[src/logic/gpmux_pkg.sv]
// gpmux_pkg: register indices, field positions and reset values
package gpmux_pkg;
   localparam int GPMUX_W = 8;
   localparam int GPMUX_AW = 2;
   // register indices on the internal register port (our choice)
   localparam logic [1:0] GPMUX_IDX_DIR = 2'h0;
   localparam logic [1:0] GPMUX_IDX_LVL = 2'h1;
   localparam logic [1:0] GPMUX_IDX_IEN = 2'h2;
   localparam logic [1:0] GPMUX_IDX_CTL = 2'h3;
   // control bit positions
   localparam int GPMUX_CTL_LATCH = 0;
   localparam int GPMUX_CTL_MODEM = 1;
   localparam int GPMUX_CTL_SRST = 3;
   localparam logic [7:0] GPMUX_RST8 = 8'h00;
   localparam logic [7:0] GPMUX_CTL_MASK = 8'h0b;
   localparam logic [7:0] GPMUX_UPPER = 8'hf0;
   // modem pin positions, pin 7 down
   localparam int GPMUX_PIN_RI = 7;
   localparam int GPMUX_PIN_CD = 6;
   localparam int GPMUX_PIN_DTR = 5;
   localparam int GPMUX_PIN_DSR = 4;
   localparam int GPMUX_SRST_CYC = 2;
endpackage

[src/logic/gpmux_port.sv]
// gpmux_port: eight-pin programmable port with modem line mux
//
// What this block does
// - each direction bit makes its pin an input (0) or an output (1).
// - any direction write clears a pending pin-change interrupt.
// - a level read returns each input pin's level (its captured level while latched and pending) and each output's written bit.
// - a level write drives each bit onto its pin when it is an output.
// - an enable bit of one lets a change on its input pin interrupt.
// - in modem mode enable bits 7:4 do nothing; modem irq enable rules.
// - writing control bit 3 resets the device and the bit self-clears.
// - control bit 1 makes pins 7:4 the ring, carrier, ready, set-ready.
// - unlatched: a change interrupts, a read or a return clears it.
// - latched: a change interrupts and captures the new level.
// - latched: a return before the read keeps irq and captured level.
// - in io mode modem inputs do not reach modem status or its irq.
// - in modem mode they do, and modem control bit 0 drives ready.
// - in modem mode bits 7:4 of dir, level and enable do nothing.
`timescale 1ns/10ps
module gpmux_port
   import gpmux_pkg::*;
#(
   parameter int W = gpmux_pkg::GPMUX_W,
   parameter int SRST_CYC = gpmux_pkg::GPMUX_SRST_CYC
) (
   input wire logic clock,
   input wire logic reset,
   input wire logic reg_wr,
   input wire logic reg_rd,
   input wire logic [gpmux_pkg::GPMUX_AW-1:0] reg_addr,
   input wire logic [7:0] reg_wdata,
   output logic [7:0] reg_rdata,
   input wire logic [W-1:0] pin_in,
   output logic [W-1:0] pin_out,
   output logic [W-1:0] pin_oe,
   input wire logic dtr_level,
   input wire logic modem_irq_en,
   output logic [2:0] modem_status,
   output logic modem_irq,
   output logic pin_irq,
   output logic soft_reset
);
   import gpmux_pkg::*;

   // ----------------------------------------------------------------
   // registers and decode
   // ----------------------------------------------------------------
   logic [W-1:0] dir_q, lvl_q, ien_q, ref_q, cap_q, pend_q;
   logic [W-1:0] pin_s, pin_s_q;
   logic [7:0] ctl_q;
   logic srst_active;
   logic rst_all;
   logic wr_dir, wr_lvl, wr_ien, wr_ctl, rd_lvl;
   logic latch_mode, modem_mode;
   logic [W-1:0] gpio_mask, is_input, chg, eff_en, raw_lvl, rd_view;
   logic [W-1:0] pend_d, ref_d, cap_d, oe_d, out_d;
   logic [W-1:0] rd_clr, set_ev, hold_ref;
   logic [7:0] rdata_d;
   logic [2:0] mst_d;
   logic [2:0] mst_q;
   logic mirq_d;

   assign wr_dir = reg_wr && (reg_addr == GPMUX_IDX_DIR);
   assign wr_lvl = reg_wr && (reg_addr == GPMUX_IDX_LVL);
   assign wr_ien = reg_wr && (reg_addr == GPMUX_IDX_IEN);
   assign wr_ctl = reg_wr && (reg_addr == GPMUX_IDX_CTL);
   assign rd_lvl = reg_rd && (reg_addr == GPMUX_IDX_LVL);
   assign latch_mode = ctl_q[GPMUX_CTL_LATCH];
   assign modem_mode = ctl_q[GPMUX_CTL_MODEM];
   // soft reset also clears this block: it is part of the device
   assign rst_all = srst_active;

   gpmux_sync #(.W(W)) gpmux_sync_inst (
      .clock(clock),
      .reset(reset),
      .async_in(pin_in),
      .sync_out(pin_s)
   );

   gpmux_srst #(.CYC(SRST_CYC)) gpmux_srst_inst (
      .clock(clock),
      .reset(reset),
      .request(wr_ctl && reg_wdata[GPMUX_CTL_SRST]),
      .active(srst_active)
   );

   // ----------------------------------------------------------------
   // change detection
   // ----------------------------------------------------------------
   // upper pins leave gpio control while they serve as modem lines
   assign gpio_mask = modem_mode ? ~W'(GPMUX_UPPER) : {W{1'b1}};
   assign is_input = ~dir_q;
   assign chg = pin_s ^ ref_q;
   assign eff_en = ien_q & is_input & gpio_mask;

   // unlatched: pending follows the difference, so a return clears it
   // latched: pending is sticky; set beats the clearing read
   // a change already pending at the clearing read must not set again
   assign rd_clr = rd_lvl ? pend_q : {W{1'b0}};
   assign set_ev = chg & eff_en & ~rd_clr;
   assign pend_d = wr_dir ? {W{1'b0}} :
      latch_mode ? ((pend_q & ~{W{rd_lvl}}) | set_ev) :
      set_ev;

   // reference moves to the current level at a clearing read or a
   // direction write, so each change is seen once; unwatched pins
   // track the pin, so enabling one later raises nothing stale
   assign hold_ref = pend_q | eff_en;
   assign ref_d = (rd_lvl || wr_dir) ? pin_s :
      ((ref_q & hold_ref) | (pin_s & ~hold_ref));

   // capture the level that caused the interrupt and hold it
   genvar i;
   generate
      for (i = 0; i < W; i++) begin : g_cap
         assign cap_d[i] = (latch_mode && chg[i] && eff_en[i] &&
            !(pend_q[i] && !rd_lvl)) ? pin_s[i] : cap_q[i];
         assign raw_lvl[i] = (dir_q[i] && gpio_mask[i]) ?
            lvl_q[i] : pin_s[i];
         assign rd_view[i] = (latch_mode && pend_q[i]) ? cap_q[i] : raw_lvl[i];
      end
   endgenerate

   // ----------------------------------------------------------------
   // pin drive and modem lines
   // ----------------------------------------------------------------
   always_comb begin
      oe_d = dir_q & gpio_mask;
      out_d = lvl_q & gpio_mask;
      if (modem_mode) begin
         oe_d[GPMUX_PIN_DTR] = 1'b1;
         out_d[GPMUX_PIN_DTR] = dtr_level;
      end
   end

   // ri, cd, dsr reach modem status only in modem mode
   assign mst_d = modem_mode ? {pin_s[GPMUX_PIN_CD], pin_s[GPMUX_PIN_RI],
      pin_s[GPMUX_PIN_DSR]} : 3'h0;
   assign mirq_d = modem_mode && modem_irq_en &&
      ((pin_s[GPMUX_PIN_CD] ^ pin_s_q[GPMUX_PIN_CD]) |
       (pin_s[GPMUX_PIN_RI] ^ pin_s_q[GPMUX_PIN_RI]) |
       (pin_s[GPMUX_PIN_DSR] ^ pin_s_q[GPMUX_PIN_DSR]));

   always_comb begin
      rdata_d = reg_rdata;
      if (reg_rd) begin
         unique case (reg_addr)
            GPMUX_IDX_DIR: rdata_d = dir_q;
            GPMUX_IDX_LVL: rdata_d = rd_view;
            GPMUX_IDX_IEN: rdata_d = ien_q;
            GPMUX_IDX_CTL: rdata_d = ctl_q & GPMUX_CTL_MASK;
         endcase
      end
   end

   // ----------------------------------------------------------------
   // state
   // ----------------------------------------------------------------
   always_ff @(posedge clock or posedge reset) begin
      if (reset) begin
         dir_q <= W'(GPMUX_RST8);
         lvl_q <= W'(GPMUX_RST8);
         ien_q <= W'(GPMUX_RST8);
         ctl_q <= GPMUX_RST8;
      end else if (rst_all) begin
         dir_q <= W'(GPMUX_RST8);
         lvl_q <= W'(GPMUX_RST8);
         ien_q <= W'(GPMUX_RST8);
         ctl_q <= GPMUX_RST8;
      end else begin
         if (wr_dir) dir_q <= reg_wdata[W-1:0];
         if (wr_lvl) lvl_q <= reg_wdata[W-1:0];
         if (wr_ien) ien_q <= reg_wdata[W-1:0];
         // soft reset bit is never stored, so it always reads zero
         if (wr_ctl) ctl_q <= reg_wdata & GPMUX_CTL_MASK & ~8'h08;
      end
   end

   always_ff @(posedge clock or posedge reset) begin
      if (reset) begin
         pend_q <= '0;
         ref_q <= '0;
         cap_q <= '0;
         pin_s_q <= '0;
      end else if (rst_all) begin
         pend_q <= '0;
         ref_q <= pin_s;
         cap_q <= '0;
         pin_s_q <= pin_s;
      end else begin
         pend_q <= pend_d;
         ref_q <= ref_d;
         cap_q <= cap_d;
         pin_s_q <= pin_s;
      end
   end

   always_ff @(posedge clock or posedge reset) begin
      if (reset) begin
         pin_out <= '0;
         pin_oe <= '0;
         reg_rdata <= 8'h00;
         modem_status <= 3'h0;
         modem_irq <= 1'b0;
         pin_irq <= 1'b0;
         soft_reset <= 1'b0;
         mst_q <= 3'h0;
      end else begin
         pin_out <= out_d;
         pin_oe <= rst_all ? '0 : oe_d;
         reg_rdata <= rdata_d;
         mst_q <= mst_d;
         modem_status <= mst_q;
         modem_irq <= mirq_d && !rst_all;
         pin_irq <= |pend_d && !rst_all && !wr_dir;
         soft_reset <= srst_active;
      end
   end
endmodule // gpmux_port

[src/logic/gpmux_sync.sv]
// gpmux_sync: two-flop synchroniser, one per pin
`timescale 1ns/10ps
module gpmux_sync #(
   parameter int W = 8
) (
   input wire logic clock,
   input wire logic reset,
   input wire logic [W-1:0] async_in,
   output logic [W-1:0] sync_out
);
   logic [W-1:0] meta_q;
   genvar i;
   generate
      for (i = 0; i < W; i++) begin : g_bit
         always_ff @(posedge clock or posedge reset) begin
            if (reset) begin
               meta_q[i] <= 1'b0;
               sync_out[i] <= 1'b0;
            end else begin
               meta_q[i] <= async_in[i];
               sync_out[i] <= meta_q[i];
            end
         end
      end
   endgenerate
endmodule // gpmux_sync

[src/logic/gpmux_srst.sv]
// gpmux_srst: stretches a soft-reset request into a fixed pulse
`timescale 1ns/10ps
module gpmux_srst #(
   parameter int CYC = 2
) (
   input wire logic clock,
   input wire logic reset,
   input wire logic request,
   output logic active
);
   logic [3:0] cnt_q;
   always_ff @(posedge clock or posedge reset) begin
      if (reset) begin
         cnt_q <= 4'h0;
         active <= 1'b0;
      end else if (request) begin
         cnt_q <= 4'(CYC);
         active <= 1'b1;
      end else if (cnt_q != 4'h0) begin
         cnt_q <= cnt_q - 4'h1;
         active <= (cnt_q != 4'h1);
      end else begin
         active <= 1'b0;
      end
   end
endmodule // gpmux_srst

[config.mk]
export PLATFORM = sky130hd
export DESIGN_NAME = gpmux_port
export DESIGN_NICKNAME = d
export VERILOG_FILES = /design/src/logic/gpmux_pkg.sv /design/src/logic/gpmux_port.sv /design/src/logic/gpmux_sync.sv /design/src/logic/gpmux_srst.sv
export SDC_FILE = /design/constraint.sdc
export NUM_CORES = 1
export LEC_CHECK = 0
export BUFFER_PORTS_ARGS = -buffer_cell sky130_fd_sc_hd__buf_2
export CAP_MARGIN = 5
export CORE_MARGIN = 5
export CORE_UTILIZATION = 58
export DETAILED_ROUTE_END_ITERATION = 8
export PLACE_DENSITY_LB_ADDON = 0.12
export SLEW_MARGIN = 20
export SYNTH_ARGS = -nofsm -noshare
export SYNTH_HDL_FRONTEND = slang
export SYNTH_SLANG_ARGS = --single-unit
[constraint.sdc]
create_clock -name clock -period 4.2 [get_ports clock]
set_clock_uncertainty 0.2 [all_clocks]
set_input_delay 0.21 -clock clock [delete_from_list [all_inputs] [get_ports clock]]
set_output_delay 0.21 -clock clock [all_outputs]
set_load 0.01 [all_outputs]
==> run_results.csv, run 1 <==
group,metric,value,unit
status,outcome,"completed",
global_route,grt_pass1_wl,16970,um
synthesis,synth_mux_area_share,7.777,%
route,drtAntennaViolNets,0,
clocking,clockBufferDepth,2,
synthesis,synthXorXnorAreaFrac,2.260,%
placement,gp_congestion,0.8135,
hold_path,hold_start,"reg_wr",
global_route,grt_pass1_vias,3377,
finish,nFillCells,603,
route,firstDrtPassIters,4,
power,combPwrFrac,15.4,%
floorplanning,die-area,9907,um^2
worst_setup_path,crit_path_max_fanout,18,
synthesis,synth_edf_count,0,
worst_setup_path,cp-end-kind,"flop",
floorplanning,die_h,99.54,um
placement,place_area,4956,um^2
synthesis,syn_inst,446,
timing,worstMarginPinSlew,0.9534,ns
power,peakVddDrop,0.2728,mV
power,p_per_area,381.0,nW/um^2
clocking,cts-root-buf,"clkbuf_8",
finish,diodes,0,
timing,final.setup.tns,0,ns
power,p_seq_share,55.9,%
synthesis,syn_area_per_cell,10.42,um^2
timing,max_freq,455.0,MHz
finish,regArea,2678,um^2
clocking,cts_buffers,9,
global_route,grt.total_usage,21.90,%
synthesis,synthAdderAreaFrac,0.8073,%
clocking,clock_sinks,107,
synthesis,ys.flop_type,"dfrtp_1",
clocking,htreeDepth,3,
worst_setup_path,rr_startpoint,"ctl_q[1]",
synthesis,yosysMostFrequentCell,"dfrtp_1",
synthesis,ys_ff_latch,107,
floorplanning,core_area,7767,um^2
route,wl_per_cell,16.55,um
timing,slew_headroom,36.44,%
synthesis,ys_seq_area_share,57.59,%
power,swShare,29.06,%
placement,portBuffers,53,
route,drt-total-wl,10190,um
synthesis,synth_area,4649,um^2
floorplanning,io_pins,54,
clocking,cts_tree,"built",
synthesis,synth_area_leaders,"dfrtp_1 (58%), mux2i_1 (5.6%), a21oi_1 (5.1%)",
worst_setup_path,crit_arrival,2.25,ns
power,switchingPower,0.5896,mW
synthesis,ys_warn_count,0,
finish,syn_to_final_growth,14.53,%
clocking,ctsHoldBuffers,19,
timing,final.min_clock_period,2.198,ns
route,num_vias,3429,
worst_setup_path,cp.required,4.26,ns
clocking,clock_latency,0.37,ns
worst_setup_path,worstSetupStartpointType,"input port",
timing,rsz0062_at_grt,"no",
floorplanning,dieWidth,99.54,um
worst_setup_path,crit_chain,"buf_2 > nor2b_2 > nor2b_4 > nor3b_4 > o21ai_0 > mux2_2",
finish,drive_above_1_share,16.34,%
timing,setup_viol,0,
global_route,grt_max_degree,82,
timing,finalHoldViolCount,0,
floorplanning,rows,32,
flow_run,drv_cap,0,
clocking,cts_resized,0,
hold_path,min_path_type,"in2reg",
power,p_clk_share,28.6,%
finish,final_nets,536,
synthesis,synthSimpleGateAreaFrac,17.90,%
synthesis,synth_top_area_share,57.59,%
power,p_leak,2.485,nW
route,remaining_drc_errors,0,
worst_setup_path,crit_type,"in2reg",
global_route,antenna_found_initial,0,
power,p_int,1.439,mW
synthesis,synth_top_family_by_area,"simple AND/OR/NAND/NOR gates",
timing,fin_crit_sh,52.33,%
route,vias_per_cell,5.567,
finish,design_area,5325,um^2
synthesis,synth_fp_nets,473,
worst_setup_path,worst_path_max_delay_cell,"nor2b_2",
worst_setup_path,critPathMaxStageDelay,0.66,ns
synthesis,ys_types,37,
synthesis,synth_common_cells,"dfrtp_1 (107), a21oi_1 (47), nand2_1 (47)",
timing,fin_ws,2.002,ns
route,drt-initial-drc-count,155,
placement,place_ws,1.621,ns
clocking,cts_setup_buffers,0,
global_route,globalRouteOverflowTotal,0,
floorplanning,initial_core_util,59.86,%
timing,finalMaxSlewViolations,0,
synthesis,synth_top_area_cell,"dfrtp_1",
placement,hpwlAfterDp,6812,um
clocking,clk_pin_slew,0.09,ns
worst_setup_path,crit_start,"reg_wr",
synthesis,synth_compound_area_share,10.55,%
finish,multi_input_area,1827,um^2
synthesis,synthArstFlopShare,100.0,%
[registers in the layout (all words and copies together) (netlist names), named ones only]
| name | flops |
|---|---|
| cap_q | 8 |
| dir_q | 8 |
| gpmux_sync_inst.meta_q | 8 |
| gpmux_sync_inst.sync_out | 8 |
| ien_q | 8 |
| lvl_q | 8 |
| pend_q | 8 |
| pin_oe | 8 |
| pin_out | 8 |
| reg_rdata | 8 |
| gpmux_srst_inst.cnt_q | 4 |
| modem_status | 3 |
| mst_q | 3 |
| pin_s_q | 3 |
| ctl_q | 2 |
| gpmux_srst_inst.active | 1 |
| modem_irq | 1 |
| pin_irq | 1 |
| soft_reset | 1 |
[stage by stage]
step | total power, mW | instances | utilization, % | hold WS (ns)
2_1_floorplan | 1.364 | 446 | - | 0.04143
3_3_place_gp | 1.444 | 581 | 63.80 | 0.1195
3_5_place_dp | 1.458 | 581 | 63.80 | 0.1198
4_1_cts | 2.044 | 616 | 68.56 | 0.002419
5_1_grt | 2.123 | 616 | 68.56 | 0.02301
6_report | 2.029 | 616 | 68.56 | 0.02511
[critical path: cells and delay by family]
kind | cells | cell delay [ns]
AOI/OAI and AO/OA | 1 | 0.11
muxes | 1 | 0.36
and+or+nand+nor | 3 | 1.32
buffers and inverters | 1 | 0.24
[cell families after synthesis]
| group | after synthesis |
|---|---|
| AND/OR/NAND/NOR | 168 |
| flip-flops | 107 |
| AO/OA/AOI/OAI | 89 |
| multiplexers | 35 |
| buffers and inverters | 32 |
| XOR/XNOR | 12 |
| adder cells (fa/ha/maj) | 3 |
[cells in the final DEF (no fill, tap or decap), types with 4 or more instances in the layout]
master and count:
nor2_1 43, and2_1 17, nand2b_1 13, dfrtp_1 107, nand3_1 19, xor2_1 8, o22ai_1 5, clkbuf_8 10
nor2b_1 10, a211oi_1 4, xnor2_1 4, dlygate4sd3_1 19, o21ai_0 22, mux2_2 9, nand3b_1 5, inv_1 8
a21oi_1 47, mux2i_1 26, buf_2 53, nand2_1 47, nor3b_1 4
[layer usage]
| layer | GRT usage, % | wire (um) | up-vias |
|---|---|---|---|
| met4 | 7.458 | 161 | 0 |
| li1 | - | - | 1637 |
| met1 | 30.38 | 4586 | 1675 |
| met2 | 34.92 | 4947 | 104 |
| met5 | 0 | 0 | - |
| met3 | 4.137 | 499 | 13 |
[final timing paths]
path,end,slack [ns],depth (start not counted)
worst min register to register,gpmux_sync_inst.sync_out[0],0.15,0
worst max register to register,pin_irq,2.13,5
max in group asynchronous,lvl_q[0],2.44,4
worst max-delay path,flop,2.00,6
worst min-delay path,lvl_q[1],0.03,3
min in group asynchronous,pin_oe[5],0.42,3
[area by class of cell]
type | instances | area share (%)
flip-flops and latches | 107 | 50.28
clock buffers | 11 | 2.655
inverters | 9 | 0.6814
clock inverters | 5 | 0.7049
well taps | 102 | 2.397
repair buffers | 75 | 8.976
multi-input cells | 307 | 34.30
[power groups by stage]
stage	Sequential, mW	Combinational, mW	Clock [mW]
3_5_place_dp	1.16	0.302	0
2_1_floorplan	1.15	0.215	0
5_1_grt	1.14	0.350	0.629
6_report	1.14	0.313	0.581
3_3_place_gp	1.15	0.291	0
4_1_cts	1.14	0.316	0.593
Note: power is estimated with default switching activity, not from simulation.
==> run 2, diff against run 1 <==
CORE_UTILIZATION = 52   (was 58)
clock period = 1.9 ns   (was 4.2 ns; I/O delays follow)
==> run 2 against run 1 <==
Against the previous run:
- sequential share of layout area shrank 2.0 points
- sequential cell count is the same
- combinational power grew 140%
- routed wire length grew 7.8%
- core utilization shrank 4.9 points
- non-clock buffer count grew 23
- count of clock-buffer cells in the layout shrank 2
- sequential power grew 120%
- worst hold slack gained 0.0031 ns
- die area grew 10%
- final cell count grew 4.7%
- highest routed layer unchanged
==> run_results.csv, run 2 (synthesized netlist as in run 1, its figures left out) <==
group,metric,value,unit
status,outcome,"completed",
global_route,grt_pass1_vias,3677,
clocking,htreeDepth,3,
hold_path,whs_path_depth,3,
clocking,clk_pin_slew,0.10,ns
clocking,cts_setup_buffers,0,
timing,finalHoldViolCount,0,
placement,hpwlAfterDp,7309,um
floorplanning,die-area,10930,um^2
global_route,globalRouteOverflowTotal,0,
hold_path,min_path_type,"in2reg",
finish,diodes,0,
floorplanning,die_h,104.6,um
worst_setup_path,crit_path_max_fanout,6,
power,peakVddDrop,0.6476,mV
worst_setup_path,crit_arrival,1.86,ns
route,wl_per_cell,17.03,um
finish,nFillCells,696,
clocking,clock_latency,0.36,ns
clocking,clockBufferDepth,2,
worst_setup_path,rr_worst_depth,5,
timing,rsz0062_at_grt,"no",
worst_setup_path,critPathMaxStageDelay,0.53,ns
finish,drive_above_1_share,20.11,%
timing,slew_headroom,61.29,%
worst_setup_path,crit_type,"in2reg",
hold_path,hold_start,"reg_addr[1]",
worst_setup_path,r2r_end,"pin_irq",
clocking,cts_buffers,9,
timing,worstMarginPinSlew,0.5807,ns
route,num_vias,3560,
worst_setup_path,rr_startpoint,"gpmux_sync_inst.sync_out[6]",
timing,finalMaxSlewViolations,0,
floorplanning,initial_core_util,53.31,%
flow_run,drv_cap,0,
floorplanning,io_pins,54,
clocking,cts_tree,"built",
placement,portBuffers,53,
finish,layout_common_cells,"dfrtp_1 (105), buf_2 (53), a21oi_1 (47), nand2_1 (47), nor2_1 (43)",
timing,max_freq,550.4,MHz
clocking,cts-root-buf,"clkbuf_8",
route,vias_per_cell,5.519,
route,drtAntennaViolNets,0,
floorplanning,dieWidth,104.6,um
floorplanning,rows,34,
placement,dp_cells,608,
worst_setup_path,worstSetupStartpointType,"input port",
worst_setup_path,cp.required,1.95,ns
finish,final_cell_count_no_fill,645,
timing,final.setup.tns,0,ns
finish,design_area,5555,um^2
timing,fin_crit_sh,95.62,%
timing,final.min_clock_period,1.817,ns
global_route,antenna_found_initial,0,
route,remaining_drc_errors,0,
worst_setup_path,worst_path_max_delay_cell,"dlygate4sd3_1",
power,p_leak,2.611,nW
clocking,clock_sinks,107,
finish,final_nets,559,
worst_setup_path,crit_chain,"dlygate4sd3_1 > buf_2 > nor2b_2 > nor2b_4 > nor3b_4 > buf_4 > o21ai_0 > mux2_2",
global_route,grt.total_usage,21.24,%
placement,place_area,5135,um^2
finish,syn_to_final_growth,19.48,%
timing,setup_viol,0,
worst_setup_path,cp-end-kind,"flop",
worst_setup_path,ff2ff_setup_slack,0.17,ns
global_route,grt_max_degree,108,
finish,fin_util,63.70,%
hold_path,holdPathEnd,"reg_rdata[2]",
finish,final_common_cell,"dfrtp_1",
floorplanning,core_area,8721,um^2
power,p_per_area,846.6,nW/um^2
placement,gp_congestion,0.8369,
route,firstDrtPassIters,4,
route,drt-initial-drc-count,155,
global_route,grt_pass1_wl,18800,um
route,drt-total-wl,10990,um
-- run 2: changes by cell type in the layout (fill, tap and decap cells not counted), moves of 2 or more --
cell	delta
dfrtp_2	+2
dlygate4sd3_1	+2
dfrtp_1	-2
buf_4	+20
-- run 2: worst max-delay path, delay by kind of cell --
kind            cells  cell delay, ns
mux                 1            0.30
buf+inv             3            0.86
simple gates        3            0.49
compound gates      1            0.13
-- run 2: worst max path at each step --
stage	end	cells after the start	from	slack (ns)
floorplan	flop	8	reg_addr[0]	0.31
global placement	pin_irq	5	ctl_q[1]	0.20
detailed placement	pin_irq	5	ctl_q[1]	0.15
CTS	pin_irq	5	ctl_q[1]	0.09
global route	cap_q[0]	8	reg_rd	0.04
finish	flop	8	reg_wr	0.08
-- run 2: through the flow --
step,power [mW],setup WS (ns),hold WS (ns)
global placement,3.255,0.2021,0.002809
CTS,4.749,0.08661,0.003989
global route,4.950,0.04334,0.02243
detailed placement,3.278,0.1466,0.004315
floorplan,3.015,0.3059,-0.07357
finish,4.703,0.08314,0.02819
-- run 2: cell type report --
class / count / area, um^2 / share of cell area, %
inverters: 9 / 37.54 / 0.6757
multi-input cells: 307 / 1827 / 32.88
flip-flops and latches: 107 / 2680 / 48.24
clock buffers: 9 / 123.9 / 2.230
repair buffers: 98 / 668.1 / 12.03
clock inverters: 7 / 83.83 / 1.509
well taps: 108 / 135.1 / 2.432
-- run 2: per-layer routing --
metal,share of wire [%],vias up,track usage (%)
met4,2.3,0,9.158
met2,48,114,34.39
met5,0,-,0
met1,42,1740,28.16
met3,6.8,19,3.884
li1,-,1687,-
-- run 2: where the power goes --
part	internal (mW)	switching (mW)	total (mW)
Sequential	2.41	0.103	2.51
Clock	0.633	0.809	1.44
Combinational	0.298	0.454	0.752
Total	3.34	1.37	4.70
-- run 2: repair_timing --
item	4_1_cts	5_1_grt
hold buffers	21	0
gates resized for setup	0	2
endpoints found under the setup margin	0	3
endpoints found under the hold margin	149	0
==> run 3, diff against run 2 <==
BUFFER_PORTS_ARGS = not set   (was -buffer_cell sky130_fd_sc_hd__buf_2)
CELL_PAD_IN_SITES_DETAIL_PLACEMENT = 1   (was not set)
CELL_PAD_IN_SITES_GLOBAL_PLACEMENT = 2   (was not set)
CORE_UTILIZATION = 37   (was 52)
CTS_CLUSTER_SIZE = 24   (was not set)
DONT_BUFFER_PORTS = 1   (was not set)
==> run 3 against run 2 <==
Against the previous run:
- the run now ends with hold timing left
- fmax increased by 2.5%
- sequential cell count did not move
- routed wire length increased by 19%
- sequential share of layout area grew 0.054 points
- final area is 0.11% lower
- first-iteration DRC count shrank 7.1%
- core utilization fell by 19 points
- worst hold slack got worse by 0.045 ns
- combinational power decreased by 4.4%
- register-to-register slack worse by 0.04 ns
- largest cell class unchanged
- highest routed layer unchanged
==> run_results.csv, run 3 (synthesized netlist as in run 1, its figures left out) <==
group,metric,value,unit
status,outcome,"complete, but fails checks",
status,violations,"hold timing",
floorplanning,dieWidth,122.1,um
finish,diodes,0,
power,switchingPower,1.419,mW
finish,final_nets,513,
worst_setup_path,crit_path_max_fanout,5,
power,p_seq_share,50.1,%
power,p_clk_share,35.7,%
flow_run,drv_cap,0,
route,vias_per_cell,5.154,
worst_setup_path,worstSetupStartpointType,"flop",
finish,syn_to_final_growth,19.35,%
floorplanning,core_area,12470,um^2
clocking,clock_latency,0.36,ns
global_route,grt_max_degree,52,
power,combPwrFrac,14.2,%
finish,regArea,2680,um^2
timing,final.min_clock_period,1.772,ns
timing,finalHoldViolCount,1,
worst_setup_path,crit_arrival,1.77,ns
route,drtAntennaViolNets,0,
floorplanning,io_pins,54,
route,drt-total-wl,13070,um
clocking,htreeDepth,3,
finish,nFillCells,1378,
global_route,globalRouteOverflowTotal,0,
placement,portBuffers,0,
worst_setup_path,crit_top_cell,"a21oi_1",
route,drt-initial-drc-count,144,
global_route,antenna_found_initial,0,
finish,layout_common_cells,"dfrtp_1 (105), a21oi_1 (47), nand2_1 (47)",
worst_setup_path,crit_type,"reg2reg",
clocking,cts-root-buf,"clkbuf_16",
timing,max_freq,564.4,MHz
route,num_vias,3417,
finish,drive_above_1_share,10.18,%
power,swShare,28.06,%
worst_setup_path,worst_path_max_delay_cell,"dlygate4sd3_1",
placement,gp_congestion,0.7834,
global_route,grt_pass1_wl,20770,um
finish,fin_util,44.51,%
worst_setup_path,cp.required,1.90,ns
timing,rsz0062_at_grt,"no",
route,remaining_drc_errors,0,
clocking,cts_tree,"built",
timing,fin_crit_sh,93.25,%
timing,worstMarginPinSlew,0.7977,ns
floorplanning,rows,41,
worst_setup_path,cp-end-kind,"flop",
floorplanning,initial_core_util,37.30,%
floorplanning,die-area,14910,um^2
timing,slew_headroom,46.64,%
clocking,cts_buffers,9,
global_route,grt_pass1_vias,3715,
route,wl_per_cell,19.71,um
timing,setup_viol,0,
placement,dp_cells,614,
power,p_leak,2.445,nW
finish,final_cell_count_no_fill,663,
clocking,clk_pin_slew,0.07,ns
hold_path,min_path_type,"in2reg",
global_route,grt.total_usage,18.69,%
worst_setup_path,critPathMaxStageDelay,0.56,ns
placement,hpwlAfterDp,8159,um
clocking,clockBufferDepth,2,
power,p_int,3.639,mW
finish,final_common_cell,"dfrtp_1",
timing,finalMaxSlewViolations,0,
route,firstDrtPassIters,4,
clocking,clock_sinks,107,
timing,final.setup.tns,0,ns
worst_setup_path,crit_chain,"mux2i_1 > nor2_1 > dlygate4sd3_1 > a21oi_1 > a21oi_1",
timing,whs,-0.01718,ns
floorplanning,die_h,122.1,um
power,peakVddDrop,0.4333,mV
finish,multi_input_area,1827,um^2
power,p_per_area,911.6,nW/um^2
## run 3: changes by cell type in the layout (fill, tap and decap cells not counted), moves of 6 or more
cell	change
buf_2	-53
buf_4	-6
clkbuf_16	+9
clkbuf_8	-7
dlygate4sd3_1	+11
## run 3: area by class of cell
cell class,count,share of cell area (%)
clock inverters,4,0.4510
clock buffers,12,4.622
well taps,172,3.878
inverters,9,0.6764
flip-flops and latches,107,48.30
repair buffers,52,9.154
multi-input cells,307,32.92
## run 3: per-layer routing
layer	wire (um)	part of all wire (%)	GRT usage, %
met3	431	3.3	3.946
met1	6058	46	24.42
met4	188	1.4	6.088
met5	0	0	0
met2	6391	49	31.08
## run 3: worst paths after layout
| kind | startpoint | to | slack [ns] | cells past startpoint |
|---|---|---|---|---|
| max | dir_q[5] | reg_rdata[5] | 0.13 | 5 |
| min | reg_addr[0] | reg_rdata[2] | -0.02 | 4 |
| max reg2reg | dir_q[5] | reg_rdata[5] | 0.13 | 5 |
| min reg2reg | mst_q[0] | modem_status[0] | 0.15 | 0 |
| max in group asynchronous | reset | gpmux_sync_inst.meta_q[1] | 0.78 | 3 |
| min in group asynchronous | reset | reg_rdata[4] | 0.09 | 2 |
## run 3: timing repair
action / in CTS / in global routing
hold buffers: 32 / 1
gates resized for setup: 0 / 1
setup buffers: 0 / 0
endpoints found under the hold margin: 165 / 6
endpoints found under the setup margin: 0 / 1
## run 3: critical path: cells and delay by family (launching register included)
family | cells | cell delay (ns)
buffers and inverters | 1 | 0.56
DFF | 1 | 0.45
AOI/OAI and AO/OA | 2 | 0.20
muxes | 1 | 0.15
and+or+nand+nor | 1 | 0.06
## run 3: power groups by stage
stage / clock (mW) / combinational [mW] / sequential [mW]
finish: 1.81 / 0.719 / 2.53
global route: 1.96 / 0.801 / 2.55
CTS: 1.88 / 0.730 / 2.53
detailed placement: 0 / 0.639 / 2.58
global placement: 0 / 0.623 / 2.57
floorplan: 0 / 0.476 / 2.54
## run 3: metrics by stage
| stage | hold WS, ns | power (mW) | setup slack, ns | instance area (um^2) |
|---|---|---|---|---|
| floorplan | -0.07357 | 3.015 | 0.3059 | 4653 |
| global placement | -0.1250 | 3.195 | 0.1973 | 4926 |
| detailed placement | -0.1197 | 3.216 | 0.1582 | 4926 |
| CTS | -0.2613 | 5.144 | 0.1233 | 5538 |
| global route | 0.009086 | 5.316 | 0.01286 | 5549 |
| finish | -0.01718 | 5.058 | 0.1282 | 5549 |
